`src/seq_cfg.svh`:
```
/*
  Constants of the event/action sequencer: register indices, field
  positions, reset values and table sizes.
  Assumes it is included by bare name wherever a constant is needed.
*/
`ifndef SEQ_CFG_SVH
`define SEQ_CFG_SVH

`define SEQ_MAX_PAIRS 20
`define SEQ_NUM_CMP 4
`define SEQ_NUM_RULE 4
`define SEQ_VAR_W 16
`define SEQ_SEL_W 5
`define SEQ_ACT_W 8
`define SEQ_ADDR_W 6
`define SEQ_DATA_W 32

`define SEQ_REG_CTRL 6'h00
`define SEQ_REG_COUNT 6'h01
`define SEQ_REG_STATUS 6'h02
`define SEQ_REG_CMP_BASE 6'h04
`define SEQ_REG_RULE_BASE 6'h08
`define SEQ_REG_PAIR_BASE 6'h10

`define SEQ_CTRL_RUN_BIT 0
`define SEQ_STATUS_RUN_BIT 8
`define SEQ_STATUS_ACT_LSB 16
`define SEQ_COUNT_RST 5'h01

`define SEQ_SRC_STATUS 0
`define SEQ_SRC_DIN 8
`define SEQ_SRC_TIMER 12
`define SEQ_SRC_CMP 16
`define SEQ_SRC_RULE 20
`define SEQ_SRC_TRUE 24

`endif

```
`src/seq_pkg.sv`:
```
/*
  Types shared by the sequencer modules: states, operator codes and
  the packed layouts of comparator, logic rule and pair registers.
  Assumes seq_cfg.svh is on the include path.
*/
`include "seq_cfg.svh"

package seq_pkg;

  typedef enum logic {st_idle, st_run} seq_state_t;

  typedef enum logic [1:0] {cmp_gt, cmp_lt, cmp_eq, cmp_ne} cmp_op_t;

  typedef enum logic [1:0] {lop_and, lop_or, lop_and_not, lop_or_not}
    rule_op_t;

  typedef struct packed {
    cmp_op_t op;
    logic [1:0] var_sel;
    logic [`SEQ_VAR_W-1:0] preset;
  } cmp_cfg_t;

  typedef struct packed {
    rule_op_t op2;
    rule_op_t op1;
    logic [2:0] invert;
    logic [`SEQ_SEL_W-1:0] sel2;
    logic [`SEQ_SEL_W-1:0] sel1;
    logic [`SEQ_SEL_W-1:0] sel0;
  } rule_cfg_t;

  typedef struct packed {
    logic [`SEQ_ACT_W-1:0] action_select;
    logic [`SEQ_SEL_W-1:0] event_condition_select;
  } pair_t;

  function automatic logic bit_of(input logic [31:0] vec,
                                  input logic [`SEQ_SEL_W-1:0] sel);
    return vec[sel];
  endfunction : bit_of

endpackage : seq_pkg

```
`src/seq_cond_if.sv`:
```
/*
  Carrier between the sequencer core and its comparator and logic rule
  banks. Assumes the core drives the configuration and source signals.
*/
`timescale 1ns/1ps
`default_nettype none
`include "seq_cfg.svh"

interface seq_cond_if;
  import seq_pkg::*;

  logic [`SEQ_NUM_CMP-1:0][`SEQ_VAR_W-1:0] vars;
  cmp_cfg_t [`SEQ_NUM_CMP-1:0] cmp_cfg;
  logic [`SEQ_NUM_CMP-1:0] comp;
  logic [31:0] src;
  rule_cfg_t [`SEQ_NUM_RULE-1:0] rule_cfg;
  logic [`SEQ_NUM_RULE-1:0] rule;

  modport cmp_mp (input vars, input cmp_cfg, output comp);
  modport rule_mp (input src, input rule_cfg, output rule);
endinterface : seq_cond_if

`default_nettype wire

```
`src/seq_compare_bank.sv`:
```
/*
  Bank of comparators: each checks one selected drive variable against
  its preset. Assumes variables are stable on the core clock.
*/
`timescale 1ns/1ps
`default_nettype none
`include "seq_cfg.svh"

module seq_compare_bank
  import seq_pkg::*;
(
  seq_cond_if.cmp_mp bus
);

  function automatic logic cmp_eval(input cmp_op_t op,
                                    input logic [`SEQ_VAR_W-1:0] a,
                                    input logic [`SEQ_VAR_W-1:0] b);
    logic r;
    r = 1'b0;
    unique case (op)
      cmp_gt: r = a > b;
      cmp_lt: r = a < b;
      cmp_eq: r = a == b;
      cmp_ne: r = a != b;
    endcase
    return r;
  endfunction : cmp_eval

  genvar i;
  generate
    for (i = 0; i < `SEQ_NUM_CMP; i++)
    begin : g_cmp
      // unsigned compare; signed variables must be offset upstream
      assign bus.comp[i] = cmp_eval(bus.cmp_cfg[i].op,
                                    bus.vars[bus.cmp_cfg[i].var_sel],
                                    bus.cmp_cfg[i].preset);
    end
  endgenerate

endmodule : seq_compare_bank

`default_nettype wire

```
`src/seq_rule_bank.sv`:
```
/*
  Bank of logic rules: each combines three selected boolean sources.
  Assumes the source vector holds no rule outputs, so no loop exists.
*/
`timescale 1ns/1ps
`default_nettype none
`include "seq_cfg.svh"

module seq_rule_bank
  import seq_pkg::*;
(
  seq_cond_if.rule_mp bus
);

  function automatic logic lop(input rule_op_t op, input logic x,
                               input logic y);
    logic r;
    r = 1'b0;
    unique case (op)
      lop_and: r = x & y;
      lop_or: r = x | y;
      lop_and_not: r = x & ~y;
      lop_or_not: r = x | ~y;
    endcase
    return r;
  endfunction : lop

  function automatic logic rule_eval(input rule_cfg_t c,
                                     input logic [31:0] v);
    logic a;
    logic b;
    logic d;
    a = bit_of(v, c.sel0) ^ c.invert[0];
    b = bit_of(v, c.sel1) ^ c.invert[1];
    d = bit_of(v, c.sel2) ^ c.invert[2];
    return lop(c.op2, lop(c.op1, a, b), d);
  endfunction : rule_eval

  genvar i;
  generate
    for (i = 0; i < `SEQ_NUM_RULE; i++)
    begin : g_rule
      // a two-input rule selects the constant-true source as its third
      assign bus.rule[i] = rule_eval(bus.rule_cfg[i], bus.src);
    end
  endgenerate

endmodule : seq_rule_bank

`default_nettype wire

```
`src/event_action_sequencer.sv`:
```
/*
  Event/action sequencer core with its register port, comparator bank
  and logic rule bank. Assumes status, timer and variable inputs come
  from logic on clock_i, digital inputs from pins, and a one-cycle
  scan tick marks each scan interval.
*/
// Design decisions made here: strobed register access and the register offsets.
`timescale 1ns/1ps
`default_nettype none
`include "seq_cfg.svh"

// Overview of operation
// - numbered pairs link one event selection to one action selection.
// - an event is a status bit, logic rule or comparator being true.
// - true current event fires its action, then the next event is used.
// - only one event is evaluated at any time.
// - false event: no action, no other event, position kept.
// - after start only event zero is checked each scan until true.
// - one to twenty pairs may be programmed.
// - after the last pair's action, evaluation returns to event zero.
// - comparators test a selected variable against a fixed preset.
// - logic rules join up to three booleans with AND, OR and NOT.
// - rule and comparator outputs are visible to other functions.
module event_action_sequencer
  import seq_pkg::*;
(
  input wire logic clock_i,
  input wire logic resetn_i,
  input wire logic [`SEQ_ADDR_W-1:0] addr_i,
  input wire logic [`SEQ_DATA_W-1:0] wdata_i,
  input wire logic write_i,
  input wire logic read_i,
  output logic [`SEQ_DATA_W-1:0] rdata_o,
  input wire logic scan_tick_i,
  input wire logic [7:0] status_i,
  input wire logic [3:0] din_i,
  input wire logic [3:0] timer_i,
  input wire logic [`SEQ_NUM_CMP*`SEQ_VAR_W-1:0] vars_i,
  output logic action_valid_o,
  output logic [`SEQ_ACT_W-1:0] action_code_o,
  output logic [`SEQ_SEL_W-1:0] pair_index_o,
  output logic running_o,
  output logic [`SEQ_NUM_CMP-1:0] compare_o,
  output logic [`SEQ_NUM_RULE-1:0] rule_o
);

  logic [3:0] din_meta;
  logic [3:0] din_sync;
  logic run_ctl;
  logic [`SEQ_SEL_W-1:0] pair_count;
  cmp_cfg_t [`SEQ_NUM_CMP-1:0] cmp_cfg;
  rule_cfg_t [`SEQ_NUM_RULE-1:0] rule_cfg;
  pair_t pair_tab [`SEQ_MAX_PAIRS];
  seq_state_t state;
  logic [`SEQ_SEL_W-1:0] index;
  logic [`SEQ_ACT_W-1:0] last_action;
  logic [`SEQ_SEL_W-1:0] last_pair;
  logic [31:0] bool_vec;
  logic [31:0] src_vec;
  pair_t cur_pair;
  logic event_true;
  logic fire;
  logic [`SEQ_DATA_W-1:0] read_mux;
  logic [`SEQ_ADDR_W-1:0] rel_addr;

  seq_cond_if cond ();

  seq_compare_bank u_cmp (
    .bus(cond.cmp_mp)
  );

  seq_rule_bank u_rule (
    .bus(cond.rule_mp)
  );

  // digital inputs come from pins; only din_sync is read by logic
  always_ff @(posedge clock_i)
  begin
    if (!resetn_i)
    begin
      din_meta <= 4'h0;
      din_sync <= 4'h0;
    end
    else
    begin
      din_meta <= din_i;
      din_sync <= din_meta;
    end
  end

  assign cond.vars = vars_i;
  assign cond.cmp_cfg = cmp_cfg;
  assign cond.rule_cfg = rule_cfg;
  // rules see no rule outputs, which keeps the rule bank loop free
  assign src_vec = {7'h00, 1'b1, 4'h0, cond.comp, timer_i, din_sync,
                    status_i};
  assign cond.src = src_vec;
  assign bool_vec = {7'h00, 1'b1, cond.rule, cond.comp, timer_i,
                     din_sync, status_i};

  // out-of-range counts are clamped rather than refused
  always_comb
  begin
    if (pair_count == 5'h00)
      last_pair = 5'h00;
    else if (pair_count > 5'(`SEQ_MAX_PAIRS))
      last_pair = 5'(`SEQ_MAX_PAIRS - 1);
    else
      last_pair = pair_count - 5'h01;
  end

  assign cur_pair = pair_tab[index];
  assign event_true = bit_of(bool_vec, cur_pair.event_condition_select);
  assign fire = scan_tick_i && (state == st_run) && run_ctl &&
                event_true;

  always_ff @(posedge clock_i)
  begin
    if (!resetn_i)
    begin
      run_ctl <= 1'b0;
      pair_count <= `SEQ_COUNT_RST;
    end
    else if (write_i)
    begin
      if (addr_i == `SEQ_REG_CTRL)
        run_ctl <= wdata_i[`SEQ_CTRL_RUN_BIT];
      if (addr_i == `SEQ_REG_COUNT)
        pair_count <= wdata_i[`SEQ_SEL_W-1:0];
    end
  end

  genvar i;
  generate
    for (i = 0; i < `SEQ_NUM_CMP; i++)
    begin : g_cmp_reg
      always_ff @(posedge clock_i)
      begin
        if (!resetn_i)
          cmp_cfg[i] <= '0;
        else if (write_i && addr_i == 6'(`SEQ_REG_CMP_BASE + i))
          cmp_cfg[i] <= cmp_cfg_t'(wdata_i[$bits(cmp_cfg_t)-1:0]);
      end
    end
    for (i = 0; i < `SEQ_NUM_RULE; i++)
    begin : g_rule_reg
      always_ff @(posedge clock_i)
      begin
        if (!resetn_i)
          rule_cfg[i] <= '0;
        else if (write_i && addr_i == 6'(`SEQ_REG_RULE_BASE + i))
          rule_cfg[i] <= rule_cfg_t'(wdata_i[$bits(rule_cfg_t)-1:0]);
      end
    end
    for (i = 0; i < `SEQ_MAX_PAIRS; i++)
    begin : g_pair_reg
      always_ff @(posedge clock_i)
      begin
        if (!resetn_i)
          pair_tab[i] <= '0;
        else if (write_i && addr_i == 6'(`SEQ_REG_PAIR_BASE + i))
          pair_tab[i] <= pair_t'(wdata_i[$bits(pair_t)-1:0]);
      end
    end
  endgenerate

  // a count lowered below the index while running wraps on next fire
  always_ff @(posedge clock_i)
  begin
    if (!resetn_i)
    begin
      state <= st_idle;
      index <= 5'h00;
      running_o <= 1'b0;
    end
    else
    begin
      unique case (state)
        st_idle:
        begin
          index <= 5'h00;
          if (run_ctl)
          begin
            state <= st_run;
            running_o <= 1'b1;
          end
        end
        st_run:
        begin
          if (!run_ctl)
          begin
            state <= st_idle;
            running_o <= 1'b0;
            index <= 5'h00;
          end
          else if (fire)
          begin
            if (index >= last_pair)
              index <= 5'h00;
            else
              index <= index + 5'h01;
          end
        end
      endcase
    end
  end

  assign pair_index_o = index;

  always_ff @(posedge clock_i)
  begin
    if (!resetn_i)
    begin
      action_valid_o <= 1'b0;
      action_code_o <= 8'h00;
      last_action <= 8'h00;
    end
    else
    begin
      action_valid_o <= fire;
      if (fire)
      begin
        action_code_o <= cur_pair.action_select;
        last_action <= cur_pair.action_select;
      end
    end
  end

  // registered copies so other drive functions can use them freely
  always_ff @(posedge clock_i)
  begin
    if (!resetn_i)
    begin
      compare_o <= 4'h0;
      rule_o <= 4'h0;
    end
    else
    begin
      compare_o <= cond.comp;
      rule_o <= cond.rule;
    end
  end

  assign rel_addr = addr_i - `SEQ_REG_PAIR_BASE;

  always_comb
  begin
    read_mux = 32'h0000_0000;
    if (addr_i == `SEQ_REG_CTRL)
      read_mux = {31'h0000_0000, run_ctl};
    else if (addr_i == `SEQ_REG_COUNT)
      read_mux = {27'h000_0000, pair_count};
    else if (addr_i == `SEQ_REG_STATUS)
      read_mux = {8'h00, last_action, 7'h00, running_o, 3'h0, index};
    else if (addr_i >= `SEQ_REG_CMP_BASE &&
             addr_i < `SEQ_REG_CMP_BASE + 6'h04)
      read_mux = 32'(cmp_cfg[addr_i[1:0]]);
    else if (addr_i >= `SEQ_REG_RULE_BASE &&
             addr_i < `SEQ_REG_RULE_BASE + 6'h04)
      read_mux = 32'(rule_cfg[addr_i[1:0]]);
    else if (addr_i >= `SEQ_REG_PAIR_BASE &&
             rel_addr < 6'(`SEQ_MAX_PAIRS))
      read_mux = 32'(pair_tab[rel_addr[4:0]]);
  end

  // data stand only in the cycle after the read strobe
  always_ff @(posedge clock_i)
  begin
    if (!resetn_i)
      rdata_o <= 32'h0000_0000;
    else if (read_i)
      rdata_o <= read_mux;
    else
      rdata_o <= 32'h0000_0000;
  end
endmodule : event_action_sequencer

`default_nettype wire

```
`config.mk`:
```
export PLATFORM = sky130hd
export DESIGN_NAME = event_action_sequencer
export DESIGN_NICKNAME = d
export VERILOG_FILES = /design/src/seq_pkg.sv /design/src/seq_cond_if.sv /design/src/seq_compare_bank.sv /design/src/seq_rule_bank.sv /design/src/event_action_sequencer.sv
export VERILOG_INCLUDE_DIRS = /design/src
export SDC_FILE = /design/constraint.sdc
export NUM_CORES = 1
export LEC_CHECK = 0
export BUFFER_PORTS_ARGS = -buffer_cell sky130_fd_sc_hd__buf_2
export CORE_MARGIN = 2
export CORE_UTILIZATION = 40
export DETAILED_ROUTE_END_ITERATION = 8
export SLEW_MARGIN = 30
export SYNTH_ARGS = -nofsm -noshare
export SYNTH_HDL_FRONTEND = slang
export SYNTH_SLANG_ARGS = --single-unit
```
`constraint.sdc`:
```
create_clock -name clock_i -period 5.6 [get_ports clock_i]
set_clock_uncertainty 0.1 [all_clocks]
set_input_delay 0.56 -clock clock_i [delete_from_list [all_inputs] [get_ports clock_i]]
set_output_delay 0.56 -clock clock_i [all_outputs]
set_load 0.01 [all_outputs]
```
==> flow_summary.yaml, run 1 <==
run_status:
  status: "finished clean"
critical_path:
  crit_required_ns: 6.02
  critPathArrivalTime_ns: 5.86
  cp_slowest_cell: "or4_1"
  r2r_slack_ns: 0.17
  cp.buffers_inverters: 3
  startpoint_type: "flip-flop"
  path_class: "flip-flop to flip-flop"
  path_delay_family: "compound AO/OA/AOI/OAI gates"
  worstPathMaxFanout: 16
  r2r_cells: 18
  end_kind: "flip-flop"
  cp_slowest_stage_delay_ns: 0.57
  path_cells: "buf_12 -> mux4_2 -> ha_1 -> nand3_1 -> or4_1 -> a21o_1 -> a41o_1 -> buf_4 -> o21ai_0 -> a21oi_1 -> a311oi_2 -> xnor2_1 -> a311oi_1 -> a211o_1 -> o211ai_4 -> buf_4 -> a21oi_1 -> a31o_2"
  regToRegStartpoint: "cmp_cfg[56]"
worst_hold_path:
  hold_end: "din_meta[0]"
  hold_depth: 2
  hold_path.class: "input pin to flip-flop"
  hold_path_startpoint: "din_i[0]"
logic_synthesis:
  synth-edff-count: 260
  ys_ff_latch: 495
  synth_top_family_by_area: "multiplexers"
  yosys_warnings: 0
  synth-compound-area-share_pct: 9.90
  synthAdderAreaFrac_pct: 3.26
  syn_avg_cell_area_um2: 11.3
  ys_top_cells_by_area: "edfxtp_1 26%, mux4_2 23%, dfxtp_1 15%, and2_1 5.6%, nand2_1 5.4%"
  synth_top_area_share_pct: 25.5
  netlist_area_um2: 30600
  synthDistinctLibCells: 92
  seq_area_frac_synth_pct: 40.9
  synth-simple-area-share_pct: 15.9
  synth_mux_area_share_pct: 25.0
  ys_async_sr_fraction_pct: 0
  synth_ff_type: "edfxtp_1"
  synthCells: 2708
  synthXorXnorAreaFrac_pct: 0.429
  yosysTopAreaCell: "edfxtp_1"
sta:
  fin_crit_sh_pct: 97.0
  slew_violations: 0
  final_hold_viol_count: 0
  tightest_slew_ns: 1.01
  timing.fmax_ghz: 0.184
  post-route-worst-setup-slack_ns: 0.165
  post-route-min-period_ns: 5.43
  whs_ns: 0.0536
  tns_ns: 0
  setup_viol: 0
  max_slew_margin_pct: 32.8
global_route:
  gr-total-overflow: 0
  first_global_vias: 22900
  grt_max_degree: 126
  grt_pass1_wl_um: 151000
  grt_use_total_pct: 26.0
  grt_antenna_before_repair: 3
die:
  die_area_um2: 78700
  initial_core_util_pct: 40.4
  die_width_um: 281
  die_y_um: 281
  core_um2: 75800
  core.rowCount: 101
  pin_count: 178
cells_and_area:
  syn_to_final_growth_pct: 11.7
  drive_gt1_share_pct: 25.4
  layout_common_cells: "438 x nand2_1, 315 x mux4_2, 273 x and2_1, 260 x edfxtp_1, 228 x dfxtp_1"
  nets: 2937
  finalInstanceArea_um2: 34200
  layout_commonest_cell: "nand2_1"
drt:
  first_iter_violations: 2495
  drc: 0
  routed_via_density: 6.12
  drtPass1Iterations: 5
  ant_nets: 0
  wl_per_cell_um: 27.4
  routed_wl_um: 103000
  via_count: 23000
power_and_ir_drop:
  power.density_nw_per_um2: 249
  leakagePower_uw: 0.0115
  irDropWorstVdd_mv: 0.231
clock_tree:
  hold_buffers: 0
  cts_inserted_buffers: 54
  htree_levels: 2
  cts_max_path_buffers: 3
  clk_pin_slew_ns: 0.06
  clock-sinks: 495
  root_buffer: "clkbuf_16"
  cts_tree: "done"
  clk_latency_ns: 0.63
flow_run:
  cap_violations: 0
place:
  pre_cts_slack_ns: -0.310
  globalplace.congestion: 0.921
  dpl.hpwl_um: 69800
  place_area_um2: 32300
  port-buffer-count: 159
[sequential cells by signal (all words and copies together), names as in the netlist, named ones only]
name and count:
run_ctl 1, action_valid_o 1, last_action 8, state 1, rule_o 4, din_sync 4
compare_o 4, pair_count 5, din_meta 4, cond.rule_cfg 88, rdata_o 24, pair_tab 260
pair_index_o 5, running_o 1, cmp_cfg 80
[worst max-delay path by stage]
stage | start | cells after the start | to
floorplan | cmp_cfg[16] | 18 | flip-flop
global placement | cmp_cfg[17] | 17 | flip-flop
detailed placement | cmp_cfg[17] | 17 | flip-flop
CTS | cmp_cfg[16] | 18 | flip-flop
global route | cmp_cfg[56] | 18 | flip-flop
finish | cmp_cfg[56] | 18 | flip-flop
[power breakdown]
group	leakage, uW	internal, uW	total (uW)	switching [uW]
Sequential	0.00437	3930	4000	67.1
Clock	0.000857	2010	3600	1580
Combinational	0.00625	385	923	538
[per-layer routing]
layer  routed length (um)  track usage [%]
met2                50200             43.6
met4                 4800             11.3
met1                39700             33.2
met3                 8300             4.20
met5                   27                0
[area by class of cell]
class | instances | area, um^2
Sequential cell | 495 | 12500
Multi-Input combinational cell | 1872 | 17000
Clock buffer | 70 | 1480
Inverter | 91 | 342
Clock inverter | 27 | 268
Timing Repair Buffer | 222 | 1340
Tap cell | 978 | 1220
Fill cell | 6910 | 41600
Antenna cell | 2 | 5.00
[kinds of logic (layout without fill, tap and decap cells)]
family / Yosys count / after routing
compound gates: 412 / 412
xor+xnor: 15 / 15
fa+ha+maj: 80 / 80
buf+inv: 348 / 410
flops: 495 / 495
mux: 365 / 365
other cells: 1 / 10
simple gates: 992 / 992
[through the flow]
step | instances | power (uW) | util (%)
2_1_floorplan | 2715 | 4630 | -
3_3_place_gp | 3653 | 4940 | 42.4
3_5_place_dp | 3653 | 4980 | 42.6
4_1_cts | 3750 | 8540 | 44.9
5_1_grt | 3757 | 8770 | 45.1
6_report | 3757 | 8520 | 45.1
[repair_timing]
item / 4_1_cts / 5_1_grt
endpoints found under the setup margin: 19 / 19
pin swaps: 0 / 7
gates resized for setup: 4 / 13
buffers inserted: 0 / 5
[cells in the mapped netlist, types with 4 or more instances]
cell	n
mux4_2	315
o211ai_1	10
nor3_1	30
nand4_1	17
a21oi_1	53
ha_1	78
nor3b_1	6
a22oi_1	9
o21ai_0	53
a31oi_1	7
a222oi_1	11
nor2b_1	27
edfxtp_1	260
buf_1	22
nand3_1	45
nand2_1	441
xor2_1	6
nand3b_1	10
dfxtp_1	235
clkbuf_1	196
and2_1	273
o22ai_1	4
a21boi_0	171
xnor2_1	9
buf_4	17
or2_2	5
o211a_1	10
o21a_1	7
a211oi_1	15
nor2_1	88
nor4_1	4
a21o_1	6
inv_1	91
mux2i_1	46
buf_2	19
nand2b_1	20
No activity file was read; power rests on OpenSTA's default activity.
==> run 2: changes to the inputs <==
Settings changed: CORE_UTILIZATION 40 to 50, PLACE_DENSITY set to 0.7.
==> flow_summary.yaml, run 2 (synthesis gave the netlist of run 1 again) <==
cells_and_area:
  largest_reg_flops: 260
  syn_to_final_growth_pct: 10.7
  drive_gt1_share_pct: 24.9
  nets: 2939
  layout_commonest_cell: "nand2_1"
  layout_common_cells: "438 x nand2_1, 315 x mux4_2, 273 x and2_1, 260 x edfxtp_1, 230 x dfxtp_1"
  reg_top3: "pair_tab x260, cond.rule_cfg x88, cmp_cfg x80"
  regMostFlops: "pair_tab"
  final_core_util_pct: 56.0
clock_tree:
  cts_tree: "done"
  cts_inserted_buffers: 55
  clk_latency_ns: 0.64
  clk_pin_slew_ns: 0.06
  cts_max_path_buffers: 3
  root_buffer: "clkbuf_16"
  htree_levels: 2
  hold_buffers: 0
  clock-sinks: 495
critical_path:
  cp_slowest_stage_delay_ns: 0.55
  cpMostUsedCell: "buf_4"
  path_class: "flip-flop to flip-flop"
  critPathArrivalTime_ns: 5.78
  path_cells: "buf_12 -> mux4_2 -> ha_1 -> nand4_2 -> nor3_4 -> buf_4 -> or3_2 -> o21ai_0 -> nor3_2 -> buf_4 -> mux4_1 -> a22oi_1 -> xnor2_1 -> o2111ai_1 -> a211o_1 -> o211ai_2 -> buf_4 -> a21oi_1 -> a31o_2"
  end_kind: "flip-flop"
  regToRegStartpoint: "cmp_cfg[76]"
  r2r_cells: 19
  cp_slowest_cell: "mux4_2"
  r2r_slack_ns: 0.25
  crit_required_ns: 6.03
  startpoint_type: "flip-flop"
  worstPathMaxFanout: 18
die:
  die_y_um: 251
  core.rowCount: 90
  core_um2: 60500
  initial_core_util_pct: 50.6
  die_width_um: 251
  pin_count: 178
  die_area_um2: 63200
place:
  globalplace.congestion: 0.942
  dpl.hpwl_um: 66500
  pre_cts_slack_ns: -0.0195
  port-buffer-count: 159
drt:
  routed_via_density: 6.49
  routed_wl_um: 97300
  ant_nets: 0
  first_iter_violations: 2781
  drc: 0
  via_count: 23200
  drtPass1Iterations: 8
  wl_per_cell_um: 27.3
sta:
  timing.fmax_ghz: 0.187
  setup_viol: 0
  rsz0062_at_grt: "no"
  post-route-min-period_ns: 5.35
  slew_violations: 0
  fin_crit_sh_pct: 95.5
  max_slew_margin_pct: 31.5
  post-route-worst-setup-slack_ns: 0.253
  tns_ns: 0
  final_hold_viol_count: 0
  tightest_slew_ns: 1.02
power_and_ir_drop:
  power.density_nw_per_um2: 253
  irDropWorstVdd_mv: 0.274
  leakagePower_uw: 0.0115
global_route:
  grt_pass1_wl_um: 144000
  grt_use_total_pct: 30.7
  grt_antenna_before_repair: 4
  first_global_vias: 22900
  grt_max_degree: 135
  gr-total-overflow: 0
worst_hold_path:
  hold_depth: 2
  hold_path.class: "input pin to flip-flop"
  hold_path_startpoint: "din_i[3]"
  hold_end: "din_meta[3]"
flow_run:
  cap_violations: 0
run_status:
  status: "finished clean"
run 2: worst max-delay path, delay by kind of cell, from the launching register on:
| kind | cells | cell delay [ns] |
|---|---|---|
| flip-flops | 1 | 0.35 |
| adder cells (fa/ha/maj) | 1 | 0.34 |
| buffers and inverters | 4 | 0.76 |
| AND/OR/NAND/NOR | 4 | 0.71 |
| AO/OA/AOI/OAI | 7 | 1.69 |
| multiplexers | 2 | 1.05 |
| XOR/XNOR | 1 | 0.21 |
run 2: metrics by stage:
stage,total power (uW),std cells,hold WS (ns),area (um^2)
5_1_grt,8810,3569,0.0640,33900
3_5_place_dp,4970,3461,0.326,32000
4_1_cts,8600,3565,0.0487,33800
6_report,8580,3569,0.0713,33900
3_3_place_gp,4930,3460,0.331,31900
2_1_floorplan,4630,2715,0.312,30600
run 2: timing repair:
action                     in CTS  in global routing
gates resized for setup         1                  5
pin swaps                       0                  1
setup buffers                   0                  1
setup endpoints to repair       5                 19
run 2: how the worst max path moves through the flow:
stage	from	endpoint	slack, ns	cells past startpoint
after floorplan	cmp_cfg[16]	flip-flop	0.15	18
after global placement	cmp_cfg[57]	flip-flop	0.12	16
after detailed placement	cmp_cfg[57]	pair_index_o[0]	-0.02	16
after CTS	cmp_cfg[17]	flip-flop	0.09	16
after global routing	cmp_cfg[36]	flip-flop	0.03	17
final	cmp_cfg[76]	flip-flop	0.25	19
run 2: power by group:
| part | leakage, uW | switching [uW] | total, uW | internal (uW) |
|---|---|---|---|---|
| clock | 0.000893 | 1540 | 3660 | 2120 |
| combinational | 0.00620 | 533 | 918 | 384 |
| sequential | 0.00437 | 68.2 | 4000 | 3930 |
run 2: routing by layer:
metal / vias up / GRT usage, % / part of all wire [%]
met5: - / 0 / 0.035
met2: 1405 / 49.6 / 48
met3: 275 / 6.00 / 10
met1: 11500 / 39.5 / 37
li1: 10000 / - / -
met4: 6 / 15.8 / 5.3
run 2: area by class of cell:
| type | count | area (um^2) |
|---|---|---|
| fillers | 4988 | 26600 |
| multi-input cells | 1872 | 16900 |
| flip-flops and latches | 495 | 12500 |
| clock buffers | 77 | 1550 |
| repair buffers | 223 | 1340 |
| well taps | 782 | 978 |
| inverters | 91 | 342 |
| clock inverters | 27 | 277 |
| diodes | 2 | 5.00 |
==> run 3: changes to the inputs <==
Settings changed: CORE_MARGIN 2 to unset.
==> flow_summary.yaml, run 3 (synthesis gave the netlist of run 1 again) <==
sta:
  fin_crit_sh_pct: 97.2
  final_hold_viol_count: 0
  post-route-min-period_ns: 5.45
  max_slew_margin_pct: 30.4
  tightest_slew_ns: 1.04
  slew_violations: 0
  setup_viol: 0
  whs_ns: 0.0492
  timing.fmax_ghz: 0.184
place:
  globalplace.congestion: 0.947
  dp_cells: 3461
  port-buffer-count: 159
  dpl.hpwl_um: 65600
critical_path:
  path_cells: "buf_12 -> mux4_2 -> ha_1 -> nand4_1 -> nor4_2 -> xor2_1 -> a311oi_2 -> buf_4 -> nor2_2 -> mux4_1 -> mux2_2 -> a211oi_1 -> o41ai_2 -> nand3_1 -> o211a_4 -> nor2_2 -> buf_12 -> o211a_1"
  critPathArrivalTime_ns: 5.93
  crit_required_ns: 6.08
  cp_slowest_stage_delay_ns: 0.56
  end_kind: "flip-flop"
  cp_slowest_cell: "mux4_2"
  worstPathMaxFanout: 18
  path_class: "flip-flop to flip-flop"
  r2r_cells: 18
  startpoint_type: "flip-flop"
global_route:
  busiest_layer: "met2"
  groute.layer.met2.usage_pct: 50.6
  met3_usage_pct: 5.19
  grt_max_degree: 131
  grt_use_total_pct: 30.8
  gr-total-overflow: 0
  first_global_vias: 23000
  grtUsageMet1_pct: 39.1
  grt_pass1_wl_um: 144000
  grt_antenna_before_repair: 5
power_and_ir_drop:
  power.density_nw_per_um2: 252
  irDropWorstVdd_mv: 0.232
  power.total_uw: 8520
  leakagePower_uw: 0.0115
clock_tree:
  hold_buffers: 0
  cts_tree: "done"
  clock-sinks: 495
  clk_latency_ns: 0.64
  clk_pin_slew_ns: 0.06
  htree_levels: 2
  cts_max_path_buffers: 3
  root_buffer: "clkbuf_16"
  cts_inserted_buffers: 54
worst_hold_path:
  hold_depth: 2
  hold_path.class: "input pin to flip-flop"
cells_and_area:
  drive_gt1_share_pct: 24.7
  layout_common_cells: "438 x nand2_1, 315 x mux4_2, 273 x and2_1, 260 x edfxtp_1, 229 x dfxtp_1"
  syn_to_final_growth_pct: 10.6
  nets: 2938
  reg_top3: "pair_tab x260, cond.rule_cfg x88, cmp_cfg x80"
  regMostFlops: "pair_tab"
  largest_reg_flops: 260
  layout_commonest_cell: "nand2_1"
  stdcell_count: 3567
  n_fill_cell: 4962
drt:
  first_iter_violations: 2732
  routed_via_density: 6.48
  via_count: 23100
  ant_nets: 0
  drtPass1Iterations: 6
  wl_per_cell_um: 26.9
  drc: 0
  routed_wl_um: 95800
die:
  die_area_um2: 62200
  initial_core_util_pct: 50.7
  die_width_um: 249
  die_y_um: 249
  pin_count: 178
  core_um2: 60400
  core.rowCount: 90
flow_run:
  cap_violations: 0
run_status:
  status: "finished clean"
-- run 3: worst paths after layout --
path,end,start,slack [ns]
worst min register to register,din_sync[2],din_meta[2],0.34
worst max-delay path,last_action[1],cmp_cfg[16],0.15
worst max register to register,last_action[1],cmp_cfg[16],0.15
worst min-delay path,din_meta[0],din_i[0],0.05
-- run 3: per-stage QoR --
stage          setup TNS [ns]  area [um^2]  utilization, %  setup slack [ns]
3_5_place_dp            -2.21        32000            52.9            -0.200
6_report                    0        33800            56.1             0.154
5_1_grt               -0.0146        33800            56.1          -0.00501
3_3_place_gp           -0.389        31900            52.9           -0.0496
2_1_floorplan               0        30600               -             0.149
4_1_cts                     0        33800            55.9            0.0735
-- run 3: layout make-up --
cell class | count | area (um^2) | share of cell area [%]
flip-flops and latches | 495 | 12500 | 37.0
multi-input cells | 1872 | 16800 | 49.7
inverters | 91 | 342 | 1.01
well taps | 782 | 978 | 2.89
clock buffers | 72 | 1510 | 4.46
repair buffers | 223 | 1380 | 4.07
diodes | 2 | 5.00 | 0.0148
clock inverters | 30 | 288 | 0.850
-- run 3: routing by layer --
layer  wire (um)  vias up
li1            -    10000
met1       34800    11400
met2       46400     1383
met3        9180      249
met4        5450        4
met5          23        -
-- run 3: repair_timing --
action                                  CTS  global route
pin swaps                                 0             1
resized for setup                         3             7
setup buffers                             0             1
gates cloned                              0             0
endpoints found under the setup margin   19            19
-- run 3: critical path, delay by kind of cell, from the launching register on --
family	cells	cell delay, ns
DFF	1	0.35
and+or+nand+nor	5	1.34
adders and majority gates	1	0.34
muxes	3	1.33
xor gates and xnor gates	1	0.14
AOI/OAI and AO/OA	5	1.16
buffers and inverters	3	0.59
-- run 3: power by group --
part	total (uW)	leakage, uW	switching, uW	internal (uW)
Clock	3620	0.000884	1570	2050
Sequential	4000	0.00437	69.8	3930
Combinational	905	0.00623	522	383
Total	8520	0.0115	2160	6360
